`config.mk`:
```
export PLATFORM = sky130hd
export DESIGN_NAME = hltm_mode_ctrl
export DESIGN_NICKNAME = d
export VERILOG_FILES = /design/src/hltm_pkg.sv /design/src/hltm_edge.sv /design/src/hltm_mode_ctrl.sv /design/src/hltm_sync.sv
export VERILOG_INCLUDE_DIRS = /design/src
export SDC_FILE = /design/constraint.sdc
export NUM_CORES = 1
export LEC_CHECK = 0
export ABC_CLOCK_PERIOD_IN_PS = 2300
export BUFFER_PORTS_ARGS = -buffer_cell sky130_fd_sc_hd__buf_4
export CAP_MARGIN = 20
export CORE_ASPECT_RATIO = 0.5
export CORE_UTILIZATION = 54
export DETAILED_ROUTE_END_ITERATION = 10
export MAX_ROUTING_LAYER = met4
export PLACE_DENSITY = 0.82
export RECOVER_POWER = 100
export SYNTH_ARGS = -nofsm -noshare
export SYNTH_HDL_FRONTEND = slang
export SYNTH_SLANG_ARGS = --single-unit
```
`constraint.sdc`:
```
create_clock -name i_core_clk -period 2.3 [get_ports i_core_clk]
set_clock_uncertainty 0.2 [all_clocks]
set_input_delay 0.46 -clock i_core_clk [delete_from_list [all_inputs] [get_ports i_core_clk]]
set_output_delay 0.46 -clock i_core_clk [all_outputs]
set_load 0.05 [all_outputs]
```
`src/hltm_defs.svh`:
```
`ifndef HLTM_DEFS_SVH
`define HLTM_DEFS_SVH

// Mode codes
`define HLTM_MODE_SW_GATE 5'h00
`define HLTM_MODE_HW_GATE_HI 5'h01
`define HLTM_MODE_HW_GATE_LO 5'h02
`define HLTM_MODE_ER_ANY 5'h03
`define HLTM_MODE_ER_RISE 5'h04
`define HLTM_MODE_ER_FALL 5'h05
`define HLTM_MODE_LR_LOW 5'h06
`define HLTM_MODE_LR_HIGH 5'h07
`define HLTM_MODE_OS_SW 5'h08
`define HLTM_MODE_OS_RISE 5'h09
`define HLTM_MODE_OS_FALL 5'h0a
`define HLTM_MODE_OS_ANY 5'h0b
`define HLTM_MODE_OS_RISE_RR 5'h0c
`define HLTM_MODE_OS_FALL_FR 5'h0d
`define HLTM_MODE_OS_RISE_LR 5'h0e
`define HLTM_MODE_OS_FALL_HR 5'h0f
`define HLTM_MODE_MS_RISE 5'h11
`define HLTM_MODE_MS_FALL 5'h12
`define HLTM_MODE_MS_ANY 5'h13
`define HLTM_MODE_LS_HIGH 5'h16
`define HLTM_MODE_LS_LOW 5'h17
// Reset values
`define HLTM_COUNT_RST 8'h00
`define HLTM_PERIOD_RST 8'hff
// Synchronizer depth for pin inputs
`define HLTM_SYNC_STAGES 3
`endif

```
`src/hltm_pkg.sv`:
```
package hltm_pkg;
  // Start/reset behaviour family derived from the mode code
  typedef enum logic [2:0] {
    HLTM_CLS_FREE = 3'h0,
    HLTM_CLS_ONESHOT = 3'h1,
    HLTM_CLS_MONO = 3'h2,
    HLTM_CLS_RSVD = 3'h3
  } hltm_class_t;
  // Run state of the counter
  typedef enum logic [2:0] {
    HLTM_ST_IDLE = 3'b001,
    HLTM_ST_ARMED = 3'b010,
    HLTM_ST_RUN = 3'b100
  } hltm_state_t;
endpackage

```
`src/hltm_edge.sv`:
```
`timescale 1ns/10ps
// Edge detect on the timer tick: compares with the sample of the previous tick
module hltm_edge (
  // Clock and reset
  input wire logic i_core_clk,
  input wire logic i_arst_n,
  // Sampling
  input wire logic i_tick,
  input wire logic i_level,
  output logic o_rise,
  output logic o_fall
);
  logic prev_q;

  // Previous tick sample
  always_ff @(posedge i_core_clk or negedge i_arst_n) begin
    if (!i_arst_n) begin
      prev_q <= 1'b0;
    end else if (i_tick) begin
      prev_q <= i_level;
    end
  end

  // Edges are only meaningful together with i_tick
  assign o_rise = i_level & ~prev_q;
  assign o_fall = ~i_level & prev_q;
endmodule

```
`src/hltm_mode_ctrl.sv`:
```
`timescale 1ns/10ps
`include "hltm_defs.svh"
// Mode controller for the 8-bit period timer with hardware limit
module hltm_mode_ctrl
  import hltm_pkg::*;
#(
  parameter int WIDTH = 8
) (
  // Clock and reset
  input wire logic i_core_clk,
  input wire logic i_arst_n,
  // Software controls
  input wire logic i_on_set,
  input wire logic i_on_clr,
  input wire logic [4:0] i_mode,
  input wire logic [WIDTH-1:0] i_period_value,
  input wire logic i_debug,
  // Prescaled timer tick
  input wire logic i_tick,
  // External reset/trigger pin
  input wire logic i_ext_reset_signal,
  // Status
  output logic o_on,
  output logic [WIDTH-1:0] o_count_value,
  output logic o_match,
  output logic o_running
);
  // Elaboration check on the counter width
  if (WIDTH < 2 || WIDTH > 16) begin
    $error("hltm_mode_ctrl: WIDTH out of range");
  end

  logic on_q;
  logic on_sync_q;
  logic [WIDTH-1:0] cnt_q;
  logic match_q;
  logic run_q;
  hltm_state_t state_q;
  logic ers_sync;
  logic ers;
  logic rise;
  logic fall;
  logic edge_rise;
  logic edge_fall;
  logic lvl_q1;
  logic lvl_q2;
  logic at_match;

  // External signal through the pin synchronizer
  hltm_sync #(.RST_VAL(0)) u_sync (
    .i_core_clk(i_core_clk),
    .i_arst_n(i_arst_n),
    .i_async(i_ext_reset_signal),
    .o_sync(ers_sync)
  );

  // Debug mode: levels read as a quiet low and edges are dropped, so entering debug fakes no edge
  assign ers = ers_sync & ~i_debug;

  // Detector tracks the unmasked line, so leaving debug fires no stale edge either
  hltm_edge u_edge (
    .i_core_clk(i_core_clk),
    .i_arst_n(i_arst_n),
    .i_tick(i_tick),
    .i_level(ers_sync),
    .o_rise(edge_rise),
    .o_fall(edge_fall)
  );
  assign rise = edge_rise & ~i_debug;
  assign fall = edge_fall & ~i_debug;

  assign at_match = (cnt_q == i_period_value);

  // Decoded mode attributes
  logic m_gate;
  logic gate_ok;
  logic m_eres;
  logic eres_hit;
  logic m_lres;
  logic lres_lvl;
  logic m_estart;
  logic estart_hit;
  logic m_osclr;
  logic m_mono;
  logic m_lstart;
  logic m_sw;
  logic m_rsvd;

  always_comb begin
    m_gate = 1'b0;
    gate_ok = 1'b1;
    m_eres = 1'b0;
    eres_hit = 1'b0;
    m_lres = 1'b0;
    lres_lvl = 1'b0;
    m_estart = 1'b0;
    estart_hit = 1'b0;
    m_osclr = 1'b0;
    m_mono = 1'b0;
    m_lstart = 1'b0;
    m_sw = 1'b0;
    m_rsvd = 1'b0;
    case (i_mode)
      `HLTM_MODE_SW_GATE: m_sw = 1'b1;
      `HLTM_MODE_HW_GATE_HI: begin
        m_sw = 1'b1;
        m_gate = 1'b1;
        gate_ok = ers;
      end
      `HLTM_MODE_HW_GATE_LO: begin
        m_sw = 1'b1;
        m_gate = 1'b1;
        gate_ok = ~ers;
      end
      `HLTM_MODE_ER_ANY: begin
        m_sw = 1'b1;
        m_eres = 1'b1;
        eres_hit = rise | fall;
      end
      `HLTM_MODE_ER_RISE: begin
        m_sw = 1'b1;
        m_eres = 1'b1;
        eres_hit = rise;
      end
      `HLTM_MODE_ER_FALL: begin
        m_sw = 1'b1;
        m_eres = 1'b1;
        eres_hit = fall;
      end
      `HLTM_MODE_LR_LOW: begin
        m_sw = 1'b1;
        m_lres = 1'b1;
        lres_lvl = ~ers;
      end
      `HLTM_MODE_LR_HIGH: begin
        m_sw = 1'b1;
        m_lres = 1'b1;
        lres_lvl = ers;
      end
      `HLTM_MODE_OS_SW: begin
        m_sw = 1'b1;
        m_osclr = 1'b1;
      end
      `HLTM_MODE_OS_RISE, `HLTM_MODE_MS_RISE: begin
        m_estart = 1'b1;
        estart_hit = rise;
        m_osclr = ~i_mode[4];
        m_mono = i_mode[4];
      end
      `HLTM_MODE_OS_FALL, `HLTM_MODE_MS_FALL: begin
        m_estart = 1'b1;
        estart_hit = fall;
        m_osclr = ~i_mode[4];
        m_mono = i_mode[4];
      end
      `HLTM_MODE_OS_ANY, `HLTM_MODE_MS_ANY: begin
        m_estart = 1'b1;
        estart_hit = rise | fall;
        m_osclr = ~i_mode[4];
        m_mono = i_mode[4];
      end
      `HLTM_MODE_OS_RISE_RR: begin
        m_estart = 1'b1;
        estart_hit = rise;
        m_eres = 1'b1;
        eres_hit = rise;
        m_osclr = 1'b1;
      end
      `HLTM_MODE_OS_FALL_FR: begin
        m_estart = 1'b1;
        estart_hit = fall;
        m_eres = 1'b1;
        eres_hit = fall;
        m_osclr = 1'b1;
      end
      `HLTM_MODE_OS_RISE_LR: begin
        m_estart = 1'b1;
        estart_hit = rise;
        m_lres = 1'b1;
        lres_lvl = ~ers;
        m_osclr = 1'b1;
      end
      `HLTM_MODE_OS_FALL_HR: begin
        m_estart = 1'b1;
        estart_hit = fall;
        m_lres = 1'b1;
        lres_lvl = ers;
        m_osclr = 1'b1;
      end
      `HLTM_MODE_LS_HIGH: begin
        m_lstart = 1'b1;
        m_lres = 1'b1;
        lres_lvl = ~ers;
        m_osclr = 1'b1;
      end
      `HLTM_MODE_LS_LOW: begin
        m_lstart = 1'b1;
        m_lres = 1'b1;
        lres_lvl = ers;
        m_osclr = 1'b1;
      end
      default: m_rsvd = 1'b1;
    endcase
  end

  // Enable bit: software set/clear; hardware clear on one-shot match.
  // A software set in the same cycle as the hardware clear wins.
  logic hw_clr;
  assign hw_clr = i_tick & run_q & at_match & m_osclr & on_sync_q;

  always_ff @(posedge i_core_clk or negedge i_arst_n) begin
    if (!i_arst_n) begin
      on_q <= 1'b0;
    end else if (i_on_set) begin
      on_q <= 1'b1;
    end else if (i_on_clr || hw_clr) begin
      on_q <= 1'b0;
    end
  end

  // Enable seen by the timer one clock later; the pin path through the synchronizer takes four clocks
  always_ff @(posedge i_core_clk or negedge i_arst_n) begin
    if (!i_arst_n) begin
      on_sync_q <= 1'b0;
    end else begin
      on_sync_q <= on_q & ~hw_clr;
    end
  end

  // Level reset qualified two ticks; ignored when enable is clear
  always_ff @(posedge i_core_clk or negedge i_arst_n) begin
    if (!i_arst_n) begin
      lvl_q1 <= 1'b0;
      lvl_q2 <= 1'b0;
    end else if (!on_sync_q || !m_lres) begin
      lvl_q1 <= 1'b0;
      lvl_q2 <= 1'b0;
    end else if (i_tick) begin
      lvl_q1 <= lres_lvl;
      lvl_q2 <= lvl_q1 & lres_lvl;
    end
  end

  // Start state: edge-start modes arm on enable and wait for an edge
  always_ff @(posedge i_core_clk or negedge i_arst_n) begin
    if (!i_arst_n) begin
      state_q <= HLTM_ST_IDLE;
    end else if (!on_sync_q || m_rsvd) begin
      state_q <= HLTM_ST_IDLE;
    end else if (i_tick) begin
      unique case (state_q)
        HLTM_ST_IDLE: begin
          if (m_estart) begin
            state_q <= HLTM_ST_ARMED;
          end else if (m_sw || (m_lstart && !lres_lvl)) begin
            state_q <= HLTM_ST_RUN;
          end
        end
        HLTM_ST_ARMED: begin
          if (estart_hit) begin
            state_q <= HLTM_ST_RUN;
          end
        end
        HLTM_ST_RUN: begin
          if (at_match && (m_osclr || m_mono)) begin
            state_q <= m_estart ? HLTM_ST_ARMED : HLTM_ST_IDLE;
          end
        end
        default: state_q <= HLTM_ST_IDLE;
      endcase
    end
  end

  assign run_q = (state_q == HLTM_ST_RUN);

  // Counter steps on the tick; resets take priority over counting
  always_ff @(posedge i_core_clk or negedge i_arst_n) begin
    if (!i_arst_n) begin
      cnt_q <= WIDTH'(`HLTM_COUNT_RST);
    end else if (m_rsvd) begin
      cnt_q <= WIDTH'(`HLTM_COUNT_RST);
    end else if (i_tick) begin
      if (lvl_q2 && lres_lvl) begin
        cnt_q <= '0;
      end else if (run_q && m_eres && eres_hit) begin
        cnt_q <= '0;
      end else if (run_q && on_sync_q && gate_ok) begin
        if (at_match) begin
          cnt_q <= '0;
        end else begin
          cnt_q <= cnt_q + 1'b1;
        end
      end
    end
  end

  // Match pulse, one clock wide on the tick after equality
  always_ff @(posedge i_core_clk or negedge i_arst_n) begin
    if (!i_arst_n) begin
      match_q <= 1'b0;
    end else begin
      match_q <= i_tick & run_q & on_sync_q & gate_ok & at_match;
    end
  end

  // Registered status outputs
  always_ff @(posedge i_core_clk or negedge i_arst_n) begin
    if (!i_arst_n) begin
      o_running <= 1'b0;
    end else begin
      o_running <= run_q & on_sync_q & gate_ok & ~lvl_q2;
    end
  end

  assign o_on = on_q;
  assign o_count_value = cnt_q;
  assign o_match = match_q;

  // Assertions
  property p_gate_hold;
    @(posedge i_core_clk) disable iff (!i_arst_n)
      (i_tick && m_gate && !gate_ok && !lvl_q2 && !m_rsvd) |=> $stable(cnt_q);
  endproperty
  a_gate_hold: assert property (p_gate_hold) else $error("gated counter moved");

  property p_wrap;
    @(posedge i_core_clk) disable iff (!i_arst_n)
      (i_tick && run_q && on_sync_q && gate_ok && at_match && !m_rsvd) |=> (cnt_q == '0);
  endproperty
  a_wrap: assert property (p_wrap) else $error("counter did not clear after match");

  property p_os_clear;
    @(posedge i_core_clk) disable iff (!i_arst_n)
      (hw_clr && !i_on_set) |=> !on_q;
  endproperty
  a_os_clear: assert property (p_os_clear) else $error("enable not cleared on one-shot match");

  property p_mono_keep;
    @(posedge i_core_clk) disable iff (!i_arst_n)
      (m_mono && on_q && !i_on_clr) |=> on_q;
  endproperty
  a_mono_keep: assert property (p_mono_keep) else $error("monostable dropped enable");

  property p_rsvd_idle;
    @(posedge i_core_clk) disable iff (!i_arst_n)
      m_rsvd |=> (cnt_q == '0);
  endproperty
  a_rsvd_idle: assert property (p_rsvd_idle) else $error("reserved mode not idle");

  property p_eres;
    @(posedge i_core_clk) disable iff (!i_arst_n)
      (i_tick && run_q && m_eres && eres_hit && !m_rsvd) |=> (cnt_q == '0);
  endproperty
  a_eres: assert property (p_eres) else $error("edge reset missed");

  property p_lvl_ignore;
    @(posedge i_core_clk) disable iff (!i_arst_n)
      !on_sync_q |=> !lvl_q2;
  endproperty
  a_lvl_ignore: assert property (p_lvl_ignore) else $error("level reset while disabled");

  property p_armed_wait;
    @(posedge i_core_clk) disable iff (!i_arst_n)
      (state_q == HLTM_ST_ARMED && i_tick && !estart_hit && on_sync_q && !m_rsvd) |=> !run_q;
  endproperty
  a_armed_wait: assert property (p_armed_wait) else $error("started without edge");
endmodule

```
`src/hltm_sync.sv`:
```
`timescale 1ns/10ps
`include "hltm_defs.svh"
// Three-stage synchronizer; output moves only when stages two and three agree
module hltm_sync
  import hltm_pkg::*;
#(
  parameter int RST_VAL = 0
) (
  // Clock and reset
  input wire logic i_core_clk,
  input wire logic i_arst_n,
  // Data
  input wire logic i_async,
  output logic o_sync
);
  logic [`HLTM_SYNC_STAGES-1:0] stage_q;

  // Reset level is a single bit; anything else cannot be served
  if (RST_VAL != 0 && RST_VAL != 1) begin
    $error("hltm_sync: RST_VAL must be 0 or 1");
  end

  // Shift chain; the first stage feeds only the second
  always_ff @(posedge i_core_clk or negedge i_arst_n) begin
    if (!i_arst_n) begin
      stage_q <= {`HLTM_SYNC_STAGES{1'(RST_VAL)}};
    end else begin
      stage_q <= {stage_q[`HLTM_SYNC_STAGES-2:0], i_async};
    end
  end

  // Filtered value updates once the last two stages match
  always_ff @(posedge i_core_clk or negedge i_arst_n) begin
    if (!i_arst_n) begin
      o_sync <= 1'(RST_VAL);
    end else if (stage_q[2] == stage_q[1]) begin
      o_sync <= stage_q[2];
    end
  end
endmodule

```
Word level (Yosys, flattened, before mapping)
Index checks and enable logic that the tools add are counted.
{ "classes": {"add_sub_neg": 1, "bitwise": 25, "n_mux": 32, "eq_ne": 30, "reduce_logical": 36} }
{ "ops": {"columns": ["operator", "count"], "rows": [
  ["8-bit two-way mux", 6],
  ["5-bit by 4-bit == test with 1-bit output, second input constant", 8],
  ["5-bit == test, second input constant", 5],
  ["21-bit OR reduction", 1],
  ["5-bit by 3-bit == test with 1-bit output, second input constant", 4],
  ["3-bit two-way mux", 6],
  ["1-bit AND", 17],
  ["1-bit two-way mux", 13],
  ["6-bit OR reduction", 2],
  ["5-bit by 2-bit == test with 1-bit output, second input constant", 2],
  ["10-bit OR reduction", 1],
  ["3-bit one-hot mux with 3 select lines", 1],
  ["9-bit OR reduction", 1],
  ["8-bit by 1-bit adder with 8-bit output, second input constant", 1],
  ["8-bit == test", 1],
  ["2-bit OR reduction", 4],
  ["4-bit OR reduction", 2],
  ["1-bit logical AND", 7],
  ["1-bit NOT", 7],
  ["7-bit OR reduction", 1],
  ["1-bit one-hot mux with 2 select lines", 3],
  ["1-bit one-hot mux with 3 select lines", 2],
  ["2-bit nonzero test", 3],
  ["3-bit OR reduction", 2],
  ["18 further kinds", 24]
]} }
{ "totals": {"word_cells": 135, "register_bits": 22, "inputBits": 20, "out_inout_bits": 11} }

Longest topological paths before layout
Gate-level depths: netlist of the first run.
{ "logic_depth": {"ltp_word": 12, "ltp_mapped": 8, "depth_no_buf": 6} }

Hierarchy
Synthesis of the first run repeated with hierarchy kept, for this count alone.
{ "hier_totals": {"hier_cells": 178, "hier_area_um2": 1591.5} }
{ "by_module_without_submodules": {"columns": ["module", "area_each_um2", "cells_per_inst", "n_inst", "seq_area_each_um2"], "rows": [
  ["hltm_mode_ctrl", 1427.6, 169, 1, 426.7],
  ["hltm_sync", 111.4, 5, 1, 100.1],
  ["hltm_edge", 52.6, 4, 1, 25.0]
]} }

Least setup slack after synthesis of the first run
No wires, ideal clock.
{ "synth_path": {"path_type": "in2reg", "start": "in i_mode[0]", "end": "reg state_q[2]", "path_stages": 6, "path_slack_ps": 26, "arrival_time_ps": 1997, "setup_ps": 77, "t_required_ps": 2023, "n_path_buf": 0, "cell_sequence": "or3b_4 -> a2111oi_4 -> a21oi_1 -> and4_4 -> or4_1 -> a21oi_1"} }
{ "synth_via": {"elab_chain_cells": 8, "elab_cells_between_ends": 55, "classes_between": "23 x eq/ne; 12 x mux; 20 x reduce/logical"} }
{ "synth_lines": {"columns": ["item", "line", "source"], "rows": [
  ["start: declaration", "hltm_mode_ctrl.sv:15", "input wire logic [4:0] i_mode,"],
  ["5-bit == test, or another cell as far along", "hltm_mode_ctrl.sv:103", "case (i_mode)"],
  ["3-bit OR reduction (no source line)", null, null],
  ["1-bit one-hot mux with 2 select lines", "hltm_mode_ctrl.sv:103", null],
  ["1-bit logical NOT", "hltm_mode_ctrl.sv:255", "end else if (m_sw || (m_lstart && !lres_lvl)) begin"],
  ["1-bit logical AND", "hltm_mode_ctrl.sv:255", null],
  ["1-bit logical OR", "hltm_mode_ctrl.sv:255", null],
  ["4-bit inequality test (no source line)", null, null],
  ["4-bit AND reduction (no source line)", null, null],
  ["end signal: assignment", "hltm_mode_ctrl.sv:266", "state_q <= m_estart ? HLTM_ST_ARMED : HLTM_ST_IDLE;"],
  ["end: declaration", "hltm_mode_ctrl.sv:38", "hltm_state_t state_q;"]
]} }
Parallel ways exist; a longest one is shown, timed or not. The select of a mux whose other input is x is not followed.
A chain may end at the register's enable or synchronous reset.

Final worst setup path of the first run
{ "layout_path": {"start": "in i_mode[0]", "end": "reg state_q[1]"} }
{ "layout_via": {"elab_chain_cells": 8, "elab_cells_between_ends": 57, "classes_between": "23 x eq/ne; 14 x mux; 20 x reduce/logical"} }
{ "layout_lines": {"columns": ["item", "line"], "rows": [
  ["5-bit by 4-bit == test with 1-bit output, or another cell as far along", "hltm_mode_ctrl.sv:103"],
  ["10-bit OR reduction (no source line) / 3-bit OR reduction (equally long branches)", null],
  ["1-bit two-way mux / 1-bit one-hot mux with 2 select lines (equally long branches)", "hltm_mode_ctrl.sv:103"],
  ["2-bit two-way mux / 1-bit logical NOT (equally long branches)", "hltm_mode_ctrl.sv:266, hltm_mode_ctrl.sv:255"],
  ["3-bit two-way mux / 1-bit logical AND (equally long branches)", "hltm_mode_ctrl.sv:265, hltm_mode_ctrl.sv:255"],
  ["3-bit one-hot mux with 3 select lines / 1-bit logical OR (equally long branches)", "hltm_mode_ctrl.sv:251, hltm_mode_ctrl.sv:255"],
  ["3-bit two-way mux / 4-bit inequality test (equally long branches)", null],
  ["3-bit two-way mux / 4-bit AND reduction (equally long branches)", null]
]} }
Parallel ways exist; a longest one is shown, timed or not. The select of a mux whose other input is x is not followed.

==> impl_table.tex, run 1 <==
\begin{tabular}{lr}
\hline
Metric & Value \\
\hline
\multicolumn{2}{l}{\textbf{Die}} \\
\quad Core outline area & around 2400 µm² \\
\quad Row Count & 12 \\
\quad Vertical extent of the die & $\sim$39 µm \\
\quad Die area & 2950 µm² \\
\quad I/O pin total & 31 \\
\quad Width of the chip & roughly 76 µm \\
\quad Effective utilization at floorplan & 0.616 \\
\multicolumn{2}{l}{\textbf{Synth}} \\
\quad Avg Cell Area, Syn & between 9 and 10 µm² \\
\quad Primary flip-flop cell chosen by synthesis mapping & dfrtp\_1 \\
\quad Top post-synthesis cells by area & dfrtp\_1, xnor2\_1, nand2b\_1 \\
\quad Netlist area before placement & 1470 µm² \\
\quad Cell with the most instances after synthesis & dfrtp\_1 \\
\quad Number of synthesized flops with an enable pin & 0 \\
\quad Fraction of registers with async set or reset after synthesis & 1.00 \\
\quad Synth Instances & roughly 160 \\
\quad Most common library cells after synthesis & dfrtp\_1, xnor2\_1, nand2b\_1 \\
\quad Synth cell types & between 40 and 50 \\
\quad Top cell type's share of synthesized area & 0.357 \\
\quad \#FFs+latches synth & 22 \\
\quad Synthesis Warnings & 0 \\
\quad Portion of the post-synthesis area used by sequential elements & 0.375 \\
\quad Cell type with the largest total area after synthesis & dfrtp\_1 \\
\quad Post-Synthesis Net Count & 180 \\
\multicolumn{2}{l}{\textbf{Routing}} \\
\quad Post-detailed-route DRC marker count & 0 \\
\quad Average routed wire per standard cell & roughly 16 µm \\
\quad DR vias & about 1,400 \\
\quad Remaining antenna violation count after routing & 0 \\
\quad Total length of routed wires & roughly 3.8 mm \\
\quad DRC violation total after the first TritonRoute iteration & around 140 \\
\quad DR pass1 iterations & 4 \\
\quad Average via count per standard cell & just under 6 \\
\multicolumn{2}{l}{\textbf{Power and ir drop}} \\
\quad Power Dens Cells & about 510 nW/µm² \\
\quad Maximum resistive drop on vdd & between 0.3 and 0.4 mV \\
\quad Post-layout total power & 993 µW \\
\quad Leakage power summed over all cells & between 0.0008 and 0.0009 µW \\
\multicolumn{2}{l}{\textbf{CTS}} \\
\quad Buffer levels on the longest clock path & 2 \\
\quad TritonCTS clock tree & yes \\
\quad Clock transition at the register clock pins on the worst setup and hold paths after CTS & 0.08 ns \\
\quad Worst skew pair latency & approximately 0.27 ns \\
\quad Sink count of the clock tree & 22 \\
\quad Num CTS Buffers & 3 \\
\quad H-tree depth & 1 \\
\quad Cell chosen for the clock root & clkbuf\_8 \\
\multicolumn{2}{l}{\textbf{Setup path}} \\
\quad Crit end category & register \\
\quad Crit path max-delay cell type & or4\_1 \\
\quad Worst setup path endpoint & state\_q[1] \\
\quad Count of cells along the worst register-to-register path & 6 \\
\quad Data required time at the worst endpoint & around 2.3 ns \\
\quad Launch point of the worst path & i\_mode[0] \\
\quad Critical R2R Capture & state\_q[1] \\
\quad Startpoint class of the critical path & primary input \\
\quad Critical path type & primary input to register \\
\quad Signal arrival time at the worst endpoint & between 2 and 2.5 ns \\
\quad Cells traversed along the worst timing path & buf\_4, or3b\_4, a2111oi\_4, a21oi\_1, and4\_4, or4\_1, a21oi\_1 \\
\quad Most used cell along the critical path & a21oi\_1 \\
\quad Worst setup slack for register-to-register paths & around 0.09 ns \\
\quad Startpoint of the lowest-slack register-to-register path & u\_sync.o\_sync \\
\quad Crit path largest cell delay & roughly 0.50 ns \\
\quad Worst-path maximum fanout & 3 \\
\multicolumn{2}{l}{\textbf{STA}} \\
\quad FMAX & between 0.4 and 0.5 GHz \\
\quad Relative max-transition margin & 0.208 \\
\quad Post-layout min period & $\sim$2.2 ns \\
\quad Final-report setup violation count & 0 \\
\quad Unrepaired setup endpoints after global routing & true \\
\quad Setup slack after layout & approximately 0.078 ns \\
\quad Measured slew at the worst slew-check pin & about 1.2 ns \\
\quad Endpoints failing hold & 0 \\
\quad Worst slack on hold paths & $\sim$0.12 ns \\
\quad TNS Setup & 0 ns \\
\quad Final period util & 0.966 \\
\quad Final max-slew violation count & 0 \\
\multicolumn{2}{l}{\textbf{Global routing}} \\
\quad Number of antenna violations at the first check in global routing & 0 \\
\quad Overall fraction of global-route tracks in use & 0.287 \\
\quad Pin count of the biggest net entering global routing & 23 \\
\quad Global route overflow & 0 \\
\quad Via count of the first global-routing pass & between 1,000 and 1,500 \\
\quad First-pass GRT wire length & a little under 6 mm \\
\multicolumn{2}{l}{\textbf{Place}} \\
\quad GP Congestion & roughly 0.83 \\
\quad IO Port Bufs & 30 \\
\quad Post-detail-place hpwl & roughly 2.7 mm \\
\quad Number of placed instances with taps included & between 200 and 250 \\
\quad Worst setup slack before clock tree synthesis & -0.191 ns \\
\multicolumn{2}{l}{\textbf{Finish}} \\
\quad Synthesis-to-finish area growth & 33.3\% \\
\quad Count of fill cells added during filler insertion & $\sim$150 \\
\quad Antenna cell count & 0 \\
\quad Count of nets after finishing & 232 \\
\quad Fraction of final layout cells sized beyond drive strength 1 & 0.300 \\
\quad Number of cells in the finished layout apart from fillers & $\sim$250 \\
\multicolumn{2}{l}{\textbf{Flow run}} \\
\quad Total of max-cap violations & 0 \\
\multicolumn{2}{l}{\textbf{Hold path}} \\
\quad Min-delay worst type & primary input to register \\
\multicolumn{2}{l}{\textbf{Run status}} \\
\quad Result of the run & completed \\
\hline
\end{tabular}
==> layout by cell type (no fill, tap or decap), drive strengths merged, types with 2 or more instances in the layout <==
cell type / n
a211oi: 2
and3: 4
xnor2: 12
or4: 2
dfrtp: 21
or3: 4
a21oi: 7
nor3b: 3
mux2: 2
nand2: 7
nor2b: 7
clkbuf: 8
nor4bb: 2
a22o: 3
nor2: 8
nor4: 4
nor3: 2
o211ai: 2
o31ai: 2
nand3b: 3
nand2b: 10
o21ai: 12
xor2: 2
nand4: 5
nand3: 6
buf: 48
inv: 2
==> sequential cells by signal, indices dropped and copies added, names as in the netlist <==
register and flops:
on_sync_q 1, u_sync.stage_q 3, state_q 3, lvl_q1 1
o_running 1, o_on 1, u_sync.o_sync 1, lvl_q2 1
o_match 1, u_edge.prev_q 1, o_count_value 8
==> how the worst min path moves through the flow <==
stage,startpoint,to,cells past startpoint
floorplan,i_arst_n,lvl_q1,0
detailed placement,u_sync.stage_q[0],u_sync.stage_q[1],0
global route,i_ext_reset_signal,u_sync.stage_q[0],1
CTS,i_ext_reset_signal,u_sync.stage_q[0],1
global placement,u_sync.stage_q[0],u_sync.stage_q[1],0
finish,i_ext_reset_signal,u_sync.stage_q[0],1
==> what timing repair did <==
action                                  CTS  global route
setup buffers                             0             2
gates resized for setup                   0             3
hold buffers                              1             0
endpoints found under the setup margin    0             5
hold endpoints to repair                 21             0
==> per-stage QoR <==
step                cell area [µm²]   util
floorplan                      1470      -
global placement               1860  0.781
detailed placement             1860  0.781
CTS                            1950  0.815
global route                   1960  0.821
finish                         1960  0.821
==> logic make-up after synthesis <==
family	count (synthesis)	synth area share
xor+xnor	14	0.0834
flops	22	0.375
mux	3	0.0221
simple gates	73	0.302
compound gates	36	0.174
fa+ha+maj	2	0.0153
buf+inv	9	0.0272
==> power breakdown <==
group,total (µW),switching [µW],internal [µW]
clock,368,135,233
combinational,202,102,99.7
sequential,424,19.5,404
total,993,256,737
==> critical path: cells and delay by family <==
kind	cells	cell delay [ns]
AOI/OAI and AO/OA	3	0.57
and+or+nand+nor	3	1.06
buffers and inverters	1	0.11
==> layout make-up <==
| type | instances | area, µm² | area share |
|---|---|---|---|
| clock buffers | 3 | 41.3 | 0.0211 |
| clock inverters | 1 | 30.0 | 0.0153 |
| inverters | 2 | 7.51 | 0.00383 |
| multi-input cells | 128 | 891 | 0.455 |
| flip-flops and latches | 22 | 553 | 0.282 |
| well taps | 35 | 43.8 | 0.0223 |
| repair buffers | 54 | 393 | 0.201 |
==> per-layer routing <==
metal | share of wire | vias up | global-route usage
met5 | 0 | - | -
met4 | 0.013 | 0 | 0.102
met3 | 0.062 | 10 | 0.0599
met2 | 0.49 | 58 | 0.502
met1 | 0.44 | 676 | 0.335
li1 | - | 685 | -
Power figures use the tool's default switching activity.
==> run 2, diff against run 1 <==
--- a/config.mk
+++ b/config.mk
@@ -10,11 +10,13 @@
 export BUFFER_PORTS_ARGS = -buffer_cell sky130_fd_sc_hd__buf_4
 export CAP_MARGIN = 20
 export CORE_ASPECT_RATIO = 0.5
-export CORE_UTILIZATION = 54
+export CORE_UTILIZATION = 55
+export CTS_BUF_LIST = sky130_fd_sc_hd__clkbuf_4 sky130_fd_sc_hd__clkbuf_8
 export DETAILED_ROUTE_END_ITERATION = 10
 export MAX_ROUTING_LAYER = met4
-export PLACE_DENSITY = 0.82
+export PLACE_DENSITY = 0.83
 export RECOVER_POWER = 100
 export SYNTH_ARGS = -nofsm -noshare
 export SYNTH_HDL_FRONTEND = slang
+export SYNTH_HIERARCHICAL = 1
 export SYNTH_SLANG_ARGS = --single-unit
==> run 2 against run 1 <==
The flow now finishes with violations (setup timing). Sequential power rose by 9.4%. Worst setup slack lost 0.080 ns. Critical path depth fell by 1. Die area up 6.0%. Synthesized cell count up 12%. Largest power group unchanged. Total power rose by 29%. Synthesized area up 8.3%. Sequential share of layout area down 3.0 points. Worst hold slack improved by 0.0023 ns. Highest routed layer unchanged. Largest cell class unchanged. Clock power is 2% lower.
==> impl_table.tex, run 2 <==
\begin{tabular}{lr}
\hline
Metric & Value \\
\hline
\multicolumn{2}{l}{\textbf{Run status}} \\
\quad Result of the run & complete, but fails checks \\
\quad Violations in the final reports & setup timing \\
\multicolumn{2}{l}{\textbf{Global routing}} \\
\quad Most Used Layer, Global Route & met2 \\
\quad Met1 capacity usage during global routing & 0.362 (+0.0267) \\
\quad First-pass GRT wire length & 6.55 mm (+12\%) \\
\quad Pin count of the biggest net entering global routing & 23 (unchanged) \\
\quad Global route overflow & 0 (unchanged) \\
\quad Met3 demand-to-capacity share in global routing & 0.0591 (-0.000805) \\
\quad M2 GR Usage & 0.504 (+0.00217) \\
\quad Via count of the first global-routing pass & 1,475 (+12\%) \\
\quad Overall fraction of global-route tracks in use & 0.294 (+0.00709) \\
\quad Number of antenna violations at the first check in global routing & 0 (unchanged) \\
\multicolumn{2}{l}{\textbf{CTS}} \\
\quad Num CTS Buffers & 3 (unchanged) \\
\quad Buffer levels on the longest clock path & 2 (unchanged) \\
\quad Clock transition at the register clock pins on the worst setup and hold paths after CTS & 0.08 ns (about the same) \\
\quad Cell chosen for the clock root & clkbuf\_8 \\
\quad Worst skew pair latency & 0.26 ns (about the same) \\
\quad H-tree depth & 1 (unchanged) \\
\quad TritonCTS clock tree & yes \\
\quad Sink count of the clock tree & 22 (unchanged) \\
\multicolumn{2}{l}{\textbf{Finish}} \\
\quad Number of cells in the finished layout apart from fillers & 275 (+12\%) \\
\quad Antenna cell count & 0 (unchanged) \\
\quad Seq. cell area & 563 µm² (+1.8\%) \\
\quad Synthesis-to-finish area growth & 40.3\% \\
\quad Count of fill cells added during filler insertion & 164 (+13\%) \\
\quad Layout Utilization & 0.837 (+0.0165) \\
\quad Fraction of final layout cells sized beyond drive strength 1 & 0.433 (+0.133) \\
\quad Count of nets after finishing & 260 (+12\%) \\
\quad Flip-flop count of the largest register, all copies and words added & 8 (unchanged) \\
\quad Most frequent standard cell in the layout excluding fill and tap cells & buf\_4 \\
\quad Post-route design area & 2230 µm² (+14\%) \\
\quad Area of the multi-input gates & 1050 µm² (+18\%) \\
\quad Most frequent cells in the layout & buf\_4, nor2\_1, dfrtp\_1 \\
\multicolumn{2}{l}{\textbf{Setup path}} \\
\quad Crit path max-delay cell type & or4b\_4 \\
\quad Count of cells along the worst register-to-register path & 6 (unchanged) \\
\quad Critical path type & register to register \\
\quad Signal arrival time at the worst endpoint & 2.30 ns (+0.08 ns) \\
\quad Startpoint of the lowest-slack register-to-register path & o\_count\_value[2] \\
\quad Family with the most delay on the worst path & simple AND/OR/NAND/NOR gates \\
\quad Number of buffers and inverters on the critical path & 0 (-1) \\
\quad Worst setup slack for register-to-register paths & -0.002 ns (-0.09 ns) \\
\quad Cells traversed along the worst timing path & xor2\_1, nor4\_4, o211ai\_1, a211o\_1, or4b\_4, a21oi\_2 \\
\quad Crit end category & register \\
\quad Critical R2R Capture & state\_q[2] \\
\quad Startpoint class of the critical path & register \\
\quad Worst-path maximum fanout & 2 (-1) \\
\quad Crit path largest cell delay & 0.53 ns (+0.03 ns) \\
\quad Data required time at the worst endpoint & 2.29 ns (about the same) \\
\multicolumn{2}{l}{\textbf{Synth}} \\
\quad Most common library cells after synthesis & dfrtp\_1, nor2\_1, nand2\_1, nand3\_1 \\
\quad \#FFs+latches synth & 22 (unchanged) \\
\quad Number of synthesized flops with an enable pin & 0 (unchanged) \\
\quad Avg Cell Area, Syn & 8.94 µm² (-3.3\%) \\
\quad Netlist area before placement & 1590 µm² (+8.3\%) \\
\quad Top post-synthesis cells by area & dfrtp\_1, xor2\_1, nor2\_1 \\
\quad Cell with the most instances after synthesis & dfrtp\_1 \\
\quad Portion of the post-synthesis area used by sequential elements & 0.347 (-0.0286) \\
\quad Synth Instances & 178 (+12\%) \\
\quad Primary flip-flop cell chosen by synthesis mapping & dfrtp\_1 \\
\quad Synthesis Warnings & 6 (+6) \\
\quad Cell type with the largest total area after synthesis & dfrtp\_1 \\
\quad Synth cell types & 55 (+17\%) \\
\quad Post-Synthesis Net Count & 199 (+11\%) \\
\quad Fraction of registers with async set or reset after synthesis & 1.00 (unchanged) \\
\quad Top cell type's share of synthesized area & 0.330 (-0.0273) \\
\multicolumn{2}{l}{\textbf{STA}} \\
\quad Final max-slew violation count & 0 (unchanged) \\
\quad Relative max-transition margin & 0.192 (-0.0155) \\
\quad Worst slack on hold paths & 0.119 ns (+0.00227 ns) \\
\quad Final period util & 1.00 (+0.0349) \\
\quad Endpoints failing hold & 0 (unchanged) \\
\quad Post-layout min period & 2.30 ns (+0.0802 ns) \\
\quad Unrepaired setup endpoints after global routing & true \\
\quad Setup slack after layout & -0.00179 ns (-0.0802 ns) \\
\quad FMAX & 0.434 GHz (-3.5\%) \\
\quad Measured slew at the worst slew-check pin & 1.21 ns (+0.0232 ns) \\
\quad Final-report setup violation count & 1 (+1) \\
\multicolumn{2}{l}{\textbf{Routing}} \\
\quad Post-detailed-route DRC marker count & 0 (unchanged) \\
\quad Total length of routed wires & 4.48 mm (+17\%) \\
\quad Average via count per standard cell & 6.04 (+3.6\%) \\
\quad DRC violation total after the first TritonRoute iteration & 111 (-20\%) \\
\quad DR vias & 1,662 (+16\%) \\
\quad DR pass1 iterations & 5 (+1) \\
\quad Remaining antenna violation count after routing & 0 (unchanged) \\
\quad Average routed wire per standard cell & 16.3 µm (+4.3\%) \\
\multicolumn{2}{l}{\textbf{Power and ir drop}} \\
\quad Maximum resistive drop on vdd & 0.543 mV (+69\%) \\
\quad Leakage power summed over all cells & 0.00104 µW (+23\%) \\
\quad Post-layout total power & 1280 µW (+29\%) \\
\quad Power Dens Cells & 574 nW/µm² (+13\%) \\
\multicolumn{2}{l}{\textbf{Die}} \\
\quad Vertical extent of the die & 40.0 µm (+2.9\%) \\
\quad Row Count & 13 (+1) \\
\quad Core outline area & 2670 µm² (+12\%) \\
\quad Width of the chip & 78.1 µm (+3.0\%) \\
\quad I/O pin total & 31 (unchanged) \\
\quad Die area & 3130 µm² (+6.0\%) \\
\quad Effective utilization at floorplan & 0.597 (-0.0192) \\
\multicolumn{2}{l}{\textbf{Place}} \\
\quad IO Port Bufs & 30 (unchanged) \\
\quad Post-placement cell area & 2060 µm² (+11\%) \\
\quad GP Congestion & 0.902 (+8.4\%) \\
\quad Post-detail-place hpwl & 3.11 mm (+13\%) \\
\quad Number of placed instances with taps included & 266 (+12\%) \\
\multicolumn{2}{l}{\textbf{Hold path}} \\
\quad Launch point of the worst hold path & i\_ext\_reset\_signal \\
\quad Worst Hold End & u\_sync/stage\_q[0] \\
\quad Min-delay worst type & primary input to register \\
\quad Depth of the worst hold-timing path & 1 (unchanged) \\
\multicolumn{2}{l}{\textbf{Flow run}} \\
\quad Total of max-cap violations & 0 (unchanged) \\
\hline
\end{tabular}
-- run 2: power breakdown --
part	leakage [µW]	switching (µW)	total, µW	internal (µW)
Clock	0.0000357	128	360	232
Sequential	0.000269	39.9	464	424
Combinational	0.000738	251	457	206
-- run 2: metal layers --
layer | part of all wire | routed length, µm
met1 | 0.44 | 1960
met2 | 0.49 | 2190
met3 | 0.069 | 310
met4 | 0.0047 | 21
met5 | 0 | 0
-- run 2: worst max path at each step --
stage,startpoint,end,cells after the start
3_3_place_gp,i_period_value[1],state_q[2],7
5_1_grt,o_count_value[2],state_q[2],6
2_1_floorplan,o_count_value[1],state_q[2],6
6_report,o_count_value[2],state_q[2],6
3_5_place_dp,i_period_value[1],state_q[2],7
4_1_cts,o_count_value[1],state_q[2],6
-- run 2: cell families (layout without fill, tap and decap cells) --
kind of cell | count (synthesis) | count (layout) | share of synthesized area
AND/OR/NAND/NOR | 79 | 79 | 0.295
XOR/XNOR | 9 | 9 | 0.0495
buffers and inverters | 15 | 75 | 0.0479
multiplexers | 8 | 8 | 0.0550
adder cells (fa/ha/maj) | 2 | 2 | 0.0149
AO/OA/AOI/OAI | 43 | 43 | 0.191
flip-flops | 22 | 22 | 0.347
-- run 2: what timing repair did --
item                                    CTS  global route
buffers inserted                          0             4
hold endpoints to repair                 21             0
hold buffers                              1             0
pin swaps                                 0             6
endpoints found under the setup margin    5            10
gates resized for setup                   2            18
-- run 2: stage by stage --
step / setup WS, ns / TNS [ns]
2_1_floorplan: -0.0320 / -0.0320
3_3_place_gp: -0.115 / -0.643
3_5_place_dp: -0.158 / -1.06
4_1_cts: 0.00807 / 0
5_1_grt: -0.0533 / -0.135
6_report: -0.00179 / -0.00179
-- run 2: final cells by class --
cell class / count / area share
clock inverters: 1 / 0.0134
flip-flops and latches: 22 / 0.252
repair buffers: 62 / 0.208
multi-input cells: 141 / 0.472
well taps: 37 / 0.0207
clock buffers: 3 / 0.0185
inverters: 9 / 0.0151
==> run 3, diff against run 2 <==
--- a/config.mk
+++ b/config.mk
@@ -7,14 +7,14 @@
 export NUM_CORES = 1
 export LEC_CHECK = 0
 export ABC_CLOCK_PERIOD_IN_PS = 2300
-export BUFFER_PORTS_ARGS = -buffer_cell sky130_fd_sc_hd__buf_4
 export CAP_MARGIN = 20
 export CORE_ASPECT_RATIO = 0.5
 export CORE_UTILIZATION = 55
 export CTS_BUF_LIST = sky130_fd_sc_hd__clkbuf_4 sky130_fd_sc_hd__clkbuf_8
 export DETAILED_ROUTE_END_ITERATION = 10
+export DONT_BUFFER_PORTS = 1
 export MAX_ROUTING_LAYER = met4
-export PLACE_DENSITY = 0.83
+export PLACE_DENSITY = 0.73
 export RECOVER_POWER = 100
 export SYNTH_ARGS = -nofsm -noshare
 export SYNTH_HDL_FRONTEND = slang
==> run 3 against run 2 <==
Core utilization shrank 11 points. Total power fell by 6.2%. The run now ends clean. Sequential share of layout area rose by 4.0 points. Worst hold slack lost 0.040 ns. Sequential power is 1% higher. Flip-flop and latch count unchanged. Final cell count down 14%. Design area is 14% lower. Largest power group unchanged. Clock-buffer cell count unchanged. Register-to-register slack improved by 0.02 ns. Routed wire length down 9.7%.
==> impl_table.tex, run 3 (same netlist as run 2, synthesis figures left out) <==
\begin{tabular}{lr}
\hline
Metric & Value \\
\hline
\multicolumn{2}{l}{\textbf{Finish}} \\
\quad Synthesis-to-finish area growth & 21.2\% \\
\quad Most frequent cells in the layout & buf\_4, nor2\_1, dfrtp\_1 \\
\quad Antenna cell count & 0 (unchanged) \\
\quad Count of nets after finishing & 221 (-15\%) \\
\quad Flip-flop count of the largest register, all copies and words added & 8 (unchanged) \\
\quad Number of cells in the finished layout apart from fillers & 236 (-14\%) \\
\quad Fraction of final layout cells sized beyond drive strength 1 & 0.286 (-0.146) \\
\quad Most frequent standard cell in the layout excluding fill and tap cells & buf\_4 \\
\multicolumn{2}{l}{\textbf{Power and ir drop}} \\
\quad Fraction of power spent switching nets & 0.326 (-0.000669) \\
\quad Clock power frac & 0.308 (+0.027) \\
\quad Power Dens Cells & 623 nW/µm² (+8.6\%) \\
\quad Cell internal power dissipation & 810 µW (-6.1\%) \\
\quad Leakage power summed over all cells & 0.000841 µW (-19\%) \\
\quad Relative contribution of sequential cells to total power & 0.390 (+0.028) \\
\quad Maximum resistive drop on vdd & 0.685 mV (+26\%) \\
\quad Net load switching power & 392 µW (-6.4\%) \\
\quad Relative contribution of combinational cells to total power & 0.302 (-0.055) \\
\quad Post-layout total power & 1200 µW (-6.2\%) \\
\multicolumn{2}{l}{\textbf{Setup path}} \\
\quad Crit end category & register \\
\quad Startpoint class of the critical path & register \\
\quad Data required time at the worst endpoint & 2.30 ns (about the same) \\
\quad Cells traversed along the worst timing path & xor2\_2, nor4\_4, o211ai\_1, a211o\_1, or4b\_4, a21oi\_2 \\
\quad Family with the most delay on the worst path & simple AND/OR/NAND/NOR gates \\
\quad Count of cells along the worst register-to-register path & 6 (unchanged) \\
\quad Crit path largest cell delay & 0.52 ns (about the same) \\
\quad Worst-path maximum fanout & 2 (unchanged) \\
\quad Crit path max-delay cell type & or4b\_4 \\
\quad Signal arrival time at the worst endpoint & 2.29 ns (about the same) \\
\quad Critical path type & register to register \\
\quad Count of cell instances traversed by the critical path & 6 (unchanged) \\
\quad Number of buffers and inverters on the critical path & 0 (unchanged) \\
\quad Worst setup slack for register-to-register paths & 0.01 ns (+0.02 ns) \\
\multicolumn{2}{l}{\textbf{CTS}} \\
\quad Clock transition at the register clock pins on the worst setup and hold paths after CTS & 0.09 ns (about the same) \\
\quad Worst skew pair latency & 0.27 ns (about the same) \\
\quad Buffer levels on the longest clock path & 2 (unchanged) \\
\quad Num CTS Buffers & 3 (unchanged) \\
\quad Cell chosen for the clock root & clkbuf\_8 \\
\quad TritonCTS clock tree & yes \\
\quad H-tree depth & 1 (unchanged) \\
\quad Sink count of the clock tree & 22 (unchanged) \\
\multicolumn{2}{l}{\textbf{Die}} \\
\quad Core outline area & 2670 µm² (unchanged) \\
\quad Row Count & 13 (unchanged) \\
\quad Die area & 3130 µm² (unchanged) \\
\quad Width of the chip & 78.1 µm (unchanged) \\
\quad Vertical extent of the die & 40.0 µm (unchanged) \\
\quad I/O pin total & 31 (unchanged) \\
\quad Effective utilization at floorplan & 0.597 (unchanged) \\
\multicolumn{2}{l}{\textbf{STA}} \\
\quad TNS Setup & 0 ns (+0.00179 ns) \\
\quad Measured slew at the worst slew-check pin & 0.993 ns (-0.219 ns) \\
\quad Final max-slew violation count & 0 (unchanged) \\
\quad Post-layout min period & 2.29 ns (-0.0167 ns) \\
\quad Endpoints failing hold & 0 (unchanged) \\
\quad Worst slack on hold paths & 0.0789 ns (-0.0400 ns) \\
\quad Relative max-transition margin & 0.338 (+0.146) \\
\quad FMAX & 0.438 GHz (+0.73\%) \\
\quad Unrepaired setup endpoints after global routing & true \\
\quad Setup slack after layout & 0.0149 ns (+0.0167 ns) \\
\quad Final-report setup violation count & 0 (-1) \\
\quad Final period util & 0.994 (-0.00727) \\
\multicolumn{2}{l}{\textbf{Place}} \\
\quad Number of placed instances with taps included & 227 (-15\%) \\
\quad Worst setup slack before clock tree synthesis & -0.0348 ns (+0.123 ns) \\
\quad GP Congestion & 0.921 (+2.0\%) \\
\quad IO Port Bufs & 0 (-100\%) \\
\quad Post-detail-place hpwl & 2.85 mm (-8.2\%) \\
\multicolumn{2}{l}{\textbf{Hold path}} \\
\quad Depth of the worst hold-timing path & 1 (unchanged) \\
\quad Min-delay worst type & primary input to register \\
\multicolumn{2}{l}{\textbf{Routing}} \\
\quad Remaining antenna violation count after routing & 0 (unchanged) \\
\quad Post-detailed-route DRC marker count & 0 (unchanged) \\
\quad DR vias & 1,465 (-12\%) \\
\quad DRC violation total after the first TritonRoute iteration & 157 (+41\%) \\
\quad Total length of routed wires & 4.05 mm (-9.7\%) \\
\quad Average routed wire per standard cell & 17.1 µm (+5.2\%) \\
\quad Average via count per standard cell & 6.21 (+2.7\%) \\
\quad DR pass1 iterations & 5 (unchanged) \\
\multicolumn{2}{l}{\textbf{Global routing}} \\
\quad Pin count of the biggest net entering global routing & 23 (unchanged) \\
\quad Number of antenna violations at the first check in global routing & 0 (unchanged) \\
\quad Global route overflow & 0 (unchanged) \\
\quad First-pass GRT wire length & 5.70 mm (-13\%) \\
\quad Via count of the first global-routing pass & 1,217 (-17\%) \\
\quad Overall fraction of global-route tracks in use & 0.257 (-0.0371) \\
\multicolumn{2}{l}{\textbf{Run status}} \\
\quad Result of the run & completed \\
\multicolumn{2}{l}{\textbf{Flow run}} \\
\quad Total of max-cap violations & 0 (unchanged) \\
\hline
\end{tabular}
-- run 3: final cells by class --
cell class	instances	area (µm²)
fill	209	738
clock inverter	1	30.0
inverter	9	33.8
timing repair buffer	23	166
sequential	22	563
clock buffer	3	41.3
tap	37	46.3
multi-input combinational	141	1050
-- run 3: power groups by stage --
stage          Sequential [µW]  Clock, µW  Combinational [µW]
3_5_place_dp               470          0                 323
4_1_cts                    464        375                 335
3_3_place_gp               472          0                 315
2_1_floorplan              533          0                 186
5_1_grt                    475        390                 384
6_report                   469        370                 363
-- run 3: final timing paths --
check | startpoint | end
setup / recovery | o_count_value[2] | state_q[2]
hold / removal | i_on_set | o_on
setup reg to reg | o_count_value[2] | state_q[2]
hold reg to reg | u_sync/stage_q[0] | u_sync/stage_q[1]
max in group asynchronous | i_arst_n | o_count_value[7]
min in group asynchronous | i_arst_n | o_match
-- run 3: through the flow --
step	utilization	instance area, µm²
floorplan	-	1630
global placement	0.664	1770
detailed placement	0.664	1770
CTS	0.695	1850
global route	0.723	1930
finish	0.723	1930
-- run 3: repair_timing --
| item | 4_1_cts | 5_1_grt |
|---|---|---|
| hold buffers | 1 | 1 |
| pin swaps | 0 | 3 |
| setup buffers | 0 | 2 |
| endpoints found under the hold margin | 22 | 1 |
| resized for setup | 1 | 15 |
| endpoints found under the setup margin | 1 | 10 |
-- run 3: metal layers --
metal  track usage  share of wire  vias up
met3        0.0727          0.081        6
met1         0.359           0.47      699
met4        0.0556         0.0049        0
met5             -              0        -
met2         0.368           0.45       71
li1              -              -      689
-- run 3: worst register-to-register path, stage by stage, from the launching register on --
cell and delay, ns:
dfrtp_2 0.43, xor2_2 0.16, nor4_4 0.35, o211ai_1 0.14
a211o_1 0.30, or4b_4 0.52, a21oi_2 0.12
